**src/hssc_pkg.sv**
```systemverilog
// package: register map, field layout and timing for the high-side switch control bank
package hssc_pkg;

  localparam logic [6:0] HSSC_ADDR_SHUTDOWN = 7'h10;
  localparam logic [6:0] HSSC_ADDR_SELECT_A = 7'h14;
  localparam logic [6:0] HSSC_ADDR_SELECT_B = 7'h15;
  localparam logic [6:0] HSSC_ADDR_PIN_FUNC = 7'h17;
  localparam logic [6:0] HSSC_ADDR_PULSE_CHANNEL_ONE_DUTY = 7'h18;

  localparam logic [7:0] HSSC_RESET_VALUE = 8'h00;
  localparam logic [7:0] HSSC_SHUTDOWN_MASK = 8'h70;
  localparam logic [7:0] HSSC_SELECT_MASK = 8'h77;
  localparam logic [7:0] HSSC_TIMER_MASK = 8'h77;

  localparam int HSSC_OV_DISABLE_BIT = 6;
  localparam int HSSC_UV_DISABLE_BIT = 5;
  localparam int HSSC_RECOVERY_BIT = 4;
  localparam int HSSC_LOW_FIELD_LSB = 0;
  localparam int HSSC_HIGH_FIELD_LSB = 4;
  localparam int HSSC_DUTY_FIELD_LSB = 6;
  localparam int HSSC_PIN2_FIELD_LSB = 3;
  localparam int HSSC_PIN1_FIELD_LSB = 0;
  localparam int HSSC_ON_TIME_LSB = 4;

  // switch source codes
  localparam logic [2:0] HSSC_SRC_OFF = 3'h0;
  localparam logic [2:0] HSSC_SRC_ON = 3'h1;
  localparam logic [2:0] HSSC_SRC_CYCLIC_TIMER_ONE = 3'h2;
  localparam logic [2:0] HSSC_SRC_CYCLIC_TIMER_TWO = 3'h3;
  localparam logic [2:0] HSSC_SRC_PULSE_CHANNEL_ONE = 3'h4;
  localparam logic [2:0] HSSC_SRC_PULSE_CHANNEL_TWO = 3'h5;

  // multi-function pin codes
  localparam logic [2:0] HSSC_PIN_OFF = 3'h4;
  localparam logic [2:0] HSSC_PIN_WAKE = 3'h5;
  localparam logic [2:0] HSSC_PIN_LOW_ON = 3'h6;
  localparam logic [2:0] HSSC_PIN_HIGH_ON = 3'h7;

  // timer on-time codes
  localparam logic [2:0] HSSC_ON_STOP_LOW = 3'h0;
  localparam logic [2:0] HSSC_ON_STOP_HIGH = 3'h6;
  localparam logic [2:0] HSSC_ON_RESERVED = 3'h7;

  localparam logic [7:0] HSSC_PWM_FULL = 8'hFF;

  // pwm timing: 200 Hz base period split into 255 steps
  localparam int HSSC_CLK_HZ = 40_000_000;
  localparam int HSSC_PWM_HZ = 200;
  localparam int HSSC_PWM_STEP_CYCLES = HSSC_CLK_HZ / (HSSC_PWM_HZ * 255);

  // wake filter on the multi-function pins
  localparam int HSSC_WAKE_FILTER_NS = 16_000;
  localparam int HSSC_CLK_PERIOD_NS = 25;
  localparam int HSSC_WAKE_FILTER_CYCLES =
    (HSSC_WAKE_FILTER_NS + HSSC_CLK_PERIOD_NS - 1) / HSSC_CLK_PERIOD_NS;

  localparam int HSSC_NUM_SWITCHES = 4;

endpackage : hssc_pkg

```
**src/hssc_src_if.sv**
```systemverilog
// interface: source levels offered to the switch selector
`timescale 1ns/10ps
interface hssc_src_if;
  logic [2:0] select_code;
  logic       cyclic_timer_one_level;
  logic       cyclic_timer_two_level;
  logic       pulse_channel_one_level;
  logic       pulse_channel_two_level;
  logic       drive;

  modport bank (output select_code, output cyclic_timer_one_level, output cyclic_timer_two_level,
                output pulse_channel_one_level, output pulse_channel_two_level, input drive);
  modport sel  (input select_code, input cyclic_timer_one_level, input cyclic_timer_two_level,
                input pulse_channel_one_level, input pulse_channel_two_level, output drive);
endinterface : hssc_src_if

```
**src/hssc_switch_sel.sv**
```systemverilog
// module: per-switch source selection, registered drive level
`timescale 1ns/10ps
module hssc_switch_sel
  import hssc_pkg::*;
(
  input  wire logic clk_sys,
  input  wire logic reset_n,
  input  wire logic blocked,
  hssc_src_if.sel   src
);

  logic drive_reg;
  logic drive_next;

  always_comb begin
    drive_next = 1'b0;
    if (!blocked) begin
      unique case (src.select_code)
        HSSC_SRC_OFF:    drive_next = 1'b0;
        HSSC_SRC_ON:     drive_next = 1'b1;
        HSSC_SRC_CYCLIC_TIMER_ONE: drive_next = src.cyclic_timer_one_level;
        HSSC_SRC_CYCLIC_TIMER_TWO: drive_next = src.cyclic_timer_two_level;
        HSSC_SRC_PULSE_CHANNEL_ONE:   drive_next = src.pulse_channel_one_level;
        HSSC_SRC_PULSE_CHANNEL_TWO:   drive_next = src.pulse_channel_two_level;
        default:         drive_next = 1'b0;
      endcase
    end
  end

  always_ff @(posedge clk_sys) begin
    if (!reset_n) begin
      drive_reg <= 1'b0;
    end else begin
      drive_reg <= drive_next;
    end
  end

  assign src.drive = drive_reg;

endmodule : hssc_switch_sel

```
**src/hssc_bank.sv**
```systemverilog
// module: high-side switch control register bank and output logic
`timescale 1ns/10ps
// Function
// - timer runs only when assigned and on-time code 1..5
// - restart clearing switches also clears timer settings when cyclic sensing is active and a timer is assigned
// - overvoltage bit 6 zero turns switches off
// - undervoltage bit 5 zero turns switches off
// - recovery bit 4 restores state after supply fault
// - reserved bits read zero, ignore writes
// - select a fields: switch one, switch two
// - select b fields, cleared by every reset kind
// - overcurrent or overtemperature clears switch field
// - fail output duty bits 7:6 pick 20..2.5 percent
// - pin two function from bits 5:3
// - pin one function, kept through restart
// - pulse channel one duty value over 255
// - duty register cleared by reset, kept on restart
// - shutdown register keeps bits 6:4 on restart
// - on-time codes stop low, run, stop high
module hssc_bank
  import hssc_pkg::*;
#(
  parameter int STEP_CYCLES = HSSC_PWM_STEP_CYCLES
) (
  input  wire logic       clk_sys,
  input  wire logic       reset_n,
  input  wire logic       soft_reset,
  input  wire logic       restart_enter,
  input  wire logic       cyclic_sense_active,
  input  wire logic       wr_en,
  input  wire logic       rd_en,
  input  wire logic [6:0] addr,
  input  wire logic [7:0] wr_data,
  output logic      [7:0] rd_data,
  output logic            rd_valid,
  input  wire logic [7:0] cyclic_timer_one_ctrl_in,
  input  wire logic [7:0] cyclic_timer_two_ctrl_in,
  output logic            timer_clear,
  input  wire logic       cyclic_timer_one_level,
  input  wire logic       cyclic_timer_two_level,
  input  wire logic       pulse_channel_two_level,
  input  wire logic       supply_ov,
  input  wire logic       supply_uv,
  input  wire logic [3:0] switch_fault,
  output logic      [3:0] switch_drive,
  output logic      [3:0] timer_run,
  output logic            pulse_channel_one_level,
  output logic      [2:0] pin1_func,
  output logic      [2:0] pin2_func,
  output logic      [1:0] fail_output_duty,
  output logic            pin1_fail_select,
  output logic            pin2_fail_select
);

  // ----------------------------------------------------------------
  // register state
  // ----------------------------------------------------------------
  logic [7:0]  shutdown_reg, shutdown_next;
  logic [7:0]  select_a_reg, select_a_next;
  logic [7:0]  select_b_reg, select_b_next;
  logic [7:0]  pin_func_reg, pin_func_next;
  logic [7:0]  duty_reg, duty_next;
  logic [7:0]  rd_data_reg, rd_data_next;
  logic        rd_valid_reg, rd_valid_next;
  logic        timer_clear_reg, timer_clear_next;
  logic [15:0] saved_reg, saved_next;
  logic        fault_reg, fault_next;
  logic [2:0]  ov_sync_reg, uv_sync_reg;
  logic        ov_level_reg, uv_level_reg;

  function automatic logic is_timer_code(input logic [2:0] code, input logic [2:0] which);
    is_timer_code = (code == which);
  endfunction : is_timer_code

  function automatic logic [2:0] field_of(input logic [15:0] sel, input int idx);
    field_of = sel[idx*4 +: 3];
  endfunction : field_of

  function automatic logic [2:0] pin_code(input logic [7:0] r, input int lsb);
    pin_code = r[lsb +: 3];
  endfunction : pin_code

  // ----------------------------------------------------------------
  // supply fault inputs, three-stage synchronisers
  // ----------------------------------------------------------------
  always_ff @(posedge clk_sys) begin
    if (!reset_n) begin
      ov_sync_reg  <= 3'h0;
      uv_sync_reg  <= 3'h0;
      ov_level_reg <= 1'b0;
      uv_level_reg <= 1'b0;
    end else begin
      ov_sync_reg <= {ov_sync_reg[1:0], supply_ov};
      uv_sync_reg <= {uv_sync_reg[1:0], supply_uv};
      if (ov_sync_reg[1] == ov_sync_reg[2]) begin
        ov_level_reg <= ov_sync_reg[2];
      end
      if (uv_sync_reg[1] == uv_sync_reg[2]) begin
        uv_level_reg <= uv_sync_reg[2];
      end
    end
  end

  logic ov_shut, uv_shut, supply_block;
  assign ov_shut = ov_level_reg && !shutdown_reg[HSSC_OV_DISABLE_BIT];
  assign uv_shut = uv_level_reg && !shutdown_reg[HSSC_UV_DISABLE_BIT];
  assign supply_block = ov_shut || uv_shut;

  // ----------------------------------------------------------------
  // register writes and hardware updates
  // ----------------------------------------------------------------
  logic [15:0] sel_cur;
  logic        any_timer_used;
  assign sel_cur = {select_b_reg, select_a_reg};

  always_comb begin
    shutdown_next    = shutdown_reg;
    select_a_next    = select_a_reg;
    select_b_next    = select_b_reg;
    pin_func_next    = pin_func_reg;
    duty_next        = duty_reg;
    saved_next       = saved_reg;
    fault_next       = supply_block;
    timer_clear_next = 1'b0;
    any_timer_used   = 1'b0;
    for (int i = 0; i < HSSC_NUM_SWITCHES; i++) begin
      if (is_timer_code(field_of(sel_cur, i), HSSC_SRC_CYCLIC_TIMER_ONE) ||
          is_timer_code(field_of(sel_cur, i), HSSC_SRC_CYCLIC_TIMER_TWO)) begin
        any_timer_used = 1'b1;
      end
    end
    if (wr_en) begin
      unique case (addr)
        HSSC_ADDR_SHUTDOWN:  shutdown_next = wr_data & HSSC_SHUTDOWN_MASK;
        HSSC_ADDR_SELECT_A:  select_a_next = wr_data & HSSC_SELECT_MASK;
        HSSC_ADDR_SELECT_B:  select_b_next = wr_data & HSSC_SELECT_MASK;
        HSSC_ADDR_PIN_FUNC:  pin_func_next = wr_data;
        HSSC_ADDR_PULSE_CHANNEL_ONE_DUTY: duty_next     = wr_data;
        default: ;
      endcase
    end
    // supply fault entry: remember the live selection
    if (supply_block && !fault_reg) begin
      saved_next = {select_b_next, select_a_next};
    end
    // supply fault left: restore or keep off
    if (!supply_block && fault_reg) begin
      if (shutdown_reg[HSSC_RECOVERY_BIT]) begin
        {select_b_next, select_a_next} = saved_reg;
      end else begin
        select_a_next = HSSC_RESET_VALUE;
        select_b_next = HSSC_RESET_VALUE;
      end
    end
    // hardware clear beats a simultaneous write
    for (int i = 0; i < HSSC_NUM_SWITCHES; i++) begin
      if (switch_fault[i]) begin
        if (i < 2) begin
          select_a_next[(i % 2)*4 +: 3] = HSSC_SRC_OFF;
        end else begin
          select_b_next[(i % 2)*4 +: 3] = HSSC_SRC_OFF;
        end
        saved_next[i*4 +: 3] = HSSC_SRC_OFF;
      end
    end
    if (restart_enter) begin
      shutdown_next = shutdown_reg & HSSC_SHUTDOWN_MASK;
      select_a_next = HSSC_RESET_VALUE;
      select_b_next = HSSC_RESET_VALUE;
      saved_next    = 16'h0000;
      // pin and duty registers hold through restart
      timer_clear_next = cyclic_sense_active && any_timer_used;
    end
    if (soft_reset) begin
      shutdown_next = HSSC_RESET_VALUE;
      select_a_next = HSSC_RESET_VALUE;
      select_b_next = HSSC_RESET_VALUE;
      pin_func_next = HSSC_RESET_VALUE;
      duty_next     = HSSC_RESET_VALUE;
      saved_next    = 16'h0000;
    end
  end

  // ----------------------------------------------------------------
  // read path
  // ----------------------------------------------------------------
  always_comb begin
    rd_data_next  = rd_data_reg;
    rd_valid_next = rd_en;
    if (rd_en) begin
      unique case (addr)
        HSSC_ADDR_SHUTDOWN:  rd_data_next = shutdown_reg & HSSC_SHUTDOWN_MASK;
        HSSC_ADDR_SELECT_A:  rd_data_next = select_a_reg & HSSC_SELECT_MASK;
        HSSC_ADDR_SELECT_B:  rd_data_next = select_b_reg & HSSC_SELECT_MASK;
        HSSC_ADDR_PIN_FUNC:  rd_data_next = pin_func_reg;
        HSSC_ADDR_PULSE_CHANNEL_ONE_DUTY: rd_data_next = duty_reg;
        default:             rd_data_next = 8'h00;
      endcase
    end
  end

  always_ff @(posedge clk_sys) begin
    if (!reset_n) begin
      shutdown_reg    <= HSSC_RESET_VALUE;
      select_a_reg    <= HSSC_RESET_VALUE;
      select_b_reg    <= HSSC_RESET_VALUE;
      pin_func_reg    <= HSSC_RESET_VALUE;
      duty_reg        <= HSSC_RESET_VALUE;
      saved_reg       <= 16'h0000;
      fault_reg       <= 1'b0;
      rd_data_reg     <= 8'h00;
      rd_valid_reg    <= 1'b0;
      timer_clear_reg <= 1'b0;
    end else begin
      shutdown_reg    <= shutdown_next;
      select_a_reg    <= select_a_next;
      select_b_reg    <= select_b_next;
      pin_func_reg    <= pin_func_next;
      duty_reg        <= duty_next;
      saved_reg       <= saved_next;
      fault_reg       <= fault_next;
      rd_data_reg     <= rd_data_next;
      rd_valid_reg    <= rd_valid_next;
      timer_clear_reg <= timer_clear_next;
    end
  end

  assign rd_data     = rd_data_reg;
  assign rd_valid    = rd_valid_reg;
  assign timer_clear = timer_clear_reg;

  // ----------------------------------------------------------------
  // pulse channel one generator
  // ----------------------------------------------------------------
  logic [15:0] step_reg, step_next;
  logic [7:0]  phase_reg, phase_next;
  logic        pwm_reg, pwm_next;

  always_comb begin
    step_next  = step_reg + 16'h0001;
    phase_next = phase_reg;
    if (step_reg >= 16'(STEP_CYCLES - 1)) begin
      step_next  = 16'h0000;
      // phase runs 0..254 so the period holds exactly 255 steps
      phase_next = (phase_reg == 8'hFE) ? 8'h00 : phase_reg + 8'h01;
    end
    if (duty_reg == HSSC_RESET_VALUE) begin
      pwm_next = 1'b0;
    end else if (duty_reg == HSSC_PWM_FULL) begin
      pwm_next = 1'b1;
    end else begin
      pwm_next = (phase_reg < duty_reg);
    end
  end

  always_ff @(posedge clk_sys) begin
    if (!reset_n) begin
      step_reg  <= 16'h0000;
      phase_reg <= 8'h00;
      pwm_reg   <= 1'b0;
    end else begin
      step_reg  <= step_next;
      phase_reg <= phase_next;
      pwm_reg   <= pwm_next;
    end
  end

  assign pulse_channel_one_level = pwm_reg;

  // ----------------------------------------------------------------
  // timer activation: assigned and on-time set
  // ----------------------------------------------------------------
  logic [2:0] t1_on, t2_on;
  logic       t1_used, t2_used;
  assign t1_on = cyclic_timer_one_ctrl_in[HSSC_ON_TIME_LSB +: 3];
  assign t2_on = cyclic_timer_two_ctrl_in[HSSC_ON_TIME_LSB +: 3];
  always_comb begin
    t1_used = 1'b0;
    t2_used = 1'b0;
    for (int i = 0; i < HSSC_NUM_SWITCHES; i++) begin
      t1_used = t1_used | is_timer_code(field_of(sel_cur, i), HSSC_SRC_CYCLIC_TIMER_ONE);
      t2_used = t2_used | is_timer_code(field_of(sel_cur, i), HSSC_SRC_CYCLIC_TIMER_TWO);
    end
  end
  // stop-low, stop-high and reserved codes never run
  assign timer_run[0] = t1_used && (t1_on != HSSC_ON_STOP_LOW) &&
                        (t1_on != HSSC_ON_STOP_HIGH) && (t1_on != HSSC_ON_RESERVED);
  assign timer_run[1] = t2_used && (t2_on != HSSC_ON_STOP_LOW) &&
                        (t2_on != HSSC_ON_STOP_HIGH) && (t2_on != HSSC_ON_RESERVED);
  assign timer_run[3:2] = 2'b00;

  // ----------------------------------------------------------------
  // switch selectors
  // ----------------------------------------------------------------
  genvar g;
  generate
    for (g = 0; g < HSSC_NUM_SWITCHES; g++) begin : g_sw
      hssc_src_if s_if ();
      assign s_if.select_code  = field_of(sel_cur, g);
      assign s_if.cyclic_timer_one_level = cyclic_timer_one_level;
      assign s_if.cyclic_timer_two_level = cyclic_timer_two_level;
      assign s_if.pulse_channel_one_level   = pwm_reg;
      assign s_if.pulse_channel_two_level   = pulse_channel_two_level;
      hssc_switch_sel u_sel (
        .clk_sys (clk_sys),
        .reset_n (reset_n),
        // stay off until the restore or clear has landed after a supply fault
        .blocked (supply_block || fault_reg),
        .src     (s_if.sel)
      );
      assign switch_drive[g] = s_if.drive;
    end
  endgenerate

  // ----------------------------------------------------------------
  // multi-function pins
  // ----------------------------------------------------------------
  assign fail_output_duty = pin_func_reg[HSSC_DUTY_FIELD_LSB +: 2];
  assign pin2_func        = pin_code(pin_func_reg, HSSC_PIN2_FIELD_LSB);
  assign pin1_func        = pin_code(pin_func_reg, HSSC_PIN1_FIELD_LSB);
  assign pin2_fail_select = !pin_func_reg[HSSC_PIN2_FIELD_LSB + 2];
  assign pin1_fail_select = !pin_func_reg[HSSC_PIN1_FIELD_LSB + 2];

endmodule : hssc_bank

```
**config.mk**
```make
export PLATFORM = sky130hd
export DESIGN_NAME = hssc_bank
export DESIGN_NICKNAME = d
export VERILOG_FILES = /design/src/hssc_pkg.sv /design/src/hssc_src_if.sv /design/src/hssc_switch_sel.sv /design/src/hssc_bank.sv
export SDC_FILE = /design/constraint.sdc
export NUM_CORES = 1
export LEC_CHECK = 0
export BUFFER_PORTS_ARGS = -buffer_cell sky130_fd_sc_hd__buf_2
export CELL_PAD_IN_SITES_DETAIL_PLACEMENT = 0
export CELL_PAD_IN_SITES_GLOBAL_PLACEMENT = 1
export CORE_MARGIN = 2
export CORE_UTILIZATION = 35
export DETAILED_ROUTE_END_ITERATION = 8
export GPL_ROUTABILITY_DRIVEN = 0
export PLACE_DENSITY_LB_ADDON = 0.08
export SLEW_MARGIN = 10
export SYNTH_ARGS = -nofsm -noshare
export SYNTH_HDL_FRONTEND = slang
export SYNTH_HIERARCHICAL = 1
export SYNTH_SLANG_ARGS = --single-unit
```
**constraint.sdc**
```tcl
create_clock -name clk_sys -period 1.9 [get_ports clk_sys]
set_input_delay 0.38 -clock clk_sys [delete_from_list [all_inputs] [get_ports clk_sys]]
set_output_delay 0.38 -clock clk_sys [all_outputs]
set_load 0.005 [all_outputs]
```
==> flow_summary.toml <==
[sta]
finalHoldViolCount = 0
maxSlewHeadroom_pct = 65.4
worst_slack_ps = 70.1
fin_hold_ws_ps = 244
finalCriticalPeriod_ps = 1830
fin_worst_skew_ps = 10.9
fmax_ghz = 0.546
min_period_over_period_pct = 96.3
final_max_slew_viol_count = 0
setup_viol = 0
rsz0062_at_grt = "no"
finalSetupTns_ps = 0
worst_pin_slew_ps = 516

[logic_synthesis]
syn_avg_cell_area_um2 = 8.95
yosys_warnings = 6
synth_edf_count = 0
async_flop_share_pct = 0
synth_area_leader_cell = "dfxtp_1"
ys_ff_latch = 91
synth_top_area_share_pct = 42.4
synth_ff_type = "dfxtp_1"
netlist_instances = 480
ys_seq_area_share_pct = 42.4
synth.distinct_cells = 62
netlist_area_mm2 = 0.00429
synth.area.top_cells = "dfxtp_1 (42%), mux2i_1 (6.3%), nor2_1 (3.4%)"

[global_routing]
track_usage_pct = 18.8
grt_start_max_net_pins = 25
grt-ovfl-total = 0
grt_pass1_wl_um = 19100
grt_pass1_vias = 3652
antenna_found_initial = 0

[die]
die_y_um = 115
die_area_mm2 = 0.0132
die_x_um = 115
start_util_pct = 35.7
ioPinCount = 76
coreArea_mm2 = 0.0120
fp-row-count = 40

[finish]
postLayoutCoreUtil_pct = 43.4
drive_above_1_share_pct = 22.4
final_nets = 620
final_cells = 715
postLayoutCellArea_mm2 = 0.00522
largest_reg_flops = 16
syn_to_final_growth_pct = 21.5
antenna_cells = 0

[critical_path]
crit_chain = "nand2b_2, o22a_1, a221oi_1, buf_2"
startpoint_type = "flip-flop"
worstSetupPathType = "reg -> out"
cp_max_fo = 3
crit_buf_inv = 1
arrival_ps = 1450
cp-end-kind = "primary output"
slowest_stage = "dfxtp_1"
path_delay_family = "compound AO/OA/AOI/OAI gates"
cp_slowest_stage_delay_ps = 310
cp.required_ps = 1520

[clocking]
cts-root-buf = "clkbuf_16"
cts_inserted_buffers = 9
cts.sinks = 91
cts_tree = "done"
post_cts_buffers = 0
clk_latency_ps = 350
path_clk_slew_ps = 60
cts_max_path_buffers = 2
htree_levels = 3

[run_status]
status = "finished clean"

[drt]
dr_wl_met3_um = 422
top_layer = "met4"
wirelength_um = 11700
dr.pass1.iters = 4
drtIter0Drc = 231
viasPerCell = 5.22
vias = 3729
drc = 0
wl_met1_um = 5960
met2_length_um = 5090
wl_per_cell_um = 16.4
antenna_left = 0

[power_and_ir_drop]
clkPwrFrac_pct = 47.4
p_sw_share_pct = 22.8
power_density_mw_per_mm2 = 786
total_power_mw = 4.10
p_sw_mw = 0.935
share_comb_of_total_power_pct = 5.2
intPower_mw = 3.17
leakagePower_nw = 2.08
ir_drop_mv = 0.421
p_seq_share_pct = 47.4

[place]
io_buffers = 63
dp_slack_ps = 207
placed_area_mm2 = 0.00487
dp.final_hpwl_um = 8790
dp_cells = 699

[worst_hold_path]
min-delay-path-class = "in -> reg"

[job]
maxCapViolations = 0
[cells by family after synthesis]
group,count (synthesis),share of synthesized area [%]
AND/OR/NAND/NOR,171,21.6
AO/OA/AOI/OAI,123,19.2
XOR/XNOR,8,1.63
buffers and inverters,47,5.30
multiplexers,29,6.82
flip-flops,91,42.4
adder cells (fa/ha/maj),10,2.91
other,1,0.0873
[cell usage after synthesis, drive strengths merged (11+ instances only)]
| cell | n |
|---|---|
| and2 | 13 |
| nand3 | 27 |
| a211oi | 17 |
| a21oi | 26 |
| nand2 | 31 |
| nor2 | 40 |
| dfxtp | 91 |
| nor3 | 11 |
| nand2b | 13 |
| o21ai | 25 |
| buf | 15 |
| inv | 23 |
| mux2i | 27 |
[worst paths after layout]
path | to | slack (ps) | startpoint | cells past startpoint
setup reg to reg | phase_reg[7] | 270 | phase_reg[1] | 5
setup / recovery | timer_run[1] | 70 | select_a_reg[6] | 4
hold reg to reg | ov_sync_reg[1] | 430 | ov_sync_reg[0] | 1
hold / removal | ov_sync_reg[0] | 240 | supply_ov | 2
[routing by layer]
layer	global-route usage, %	vias to the layer above
met2	28.5	72
met3	2.53	17
li1	-	1890
met1	27.1	1750
met5	0	-
met4	7.55	0
[power groups by stage]
stage | Sequential (mW) | Combinational [mW] | Clock [mW]
6_report | 1.95 | 0.212 | 1.94
5_1_grt | 1.95 | 0.235 | 2.07
4_1_cts | 1.95 | 0.213 | 1.98
3_5_place_dp | 1.99 | 0.212 | 0
3_3_place_gp | 1.99 | 0.210 | 0
2_1_floorplan | 1.98 | 0.114 | 0
[area by class of cell]
cell class / instances / area [um2]
fillers: 1216 / 6800
inverters: 23 / 86.3
clock inverters: 7 / 91.3
multi-input cells: 349 / 2300
repair buffers: 89 / 510
well taps: 147 / 184
flip-flops and latches: 91 / 1820
clock buffers: 9 / 225
[placed cells by master, fill, tap and decap left out, types with 12 or more instances in the layout]
| cell type | count |
|---|---|
| dfxtp_1 | 90 |
| buf_2 | 63 |
| nor2_1 | 39 |
| nand2_1 | 30 |
| mux2i_1 | 27 |
| buf_4 | 26 |
| nand3_1 | 25 |
| o21ai_0 | 24 |
| inv_1 | 23 |
| a21oi_1 | 23 |
| a211oi_1 | 17 |
| and2_1 | 12 |
[timing repair]
action                     CTS  global route
gates resized for setup      1             4
pin swaps                    0             2
hold buffers                 0             0
setup endpoints to repair    1             2
Note: power is estimated with default switching activity, not from simulation.
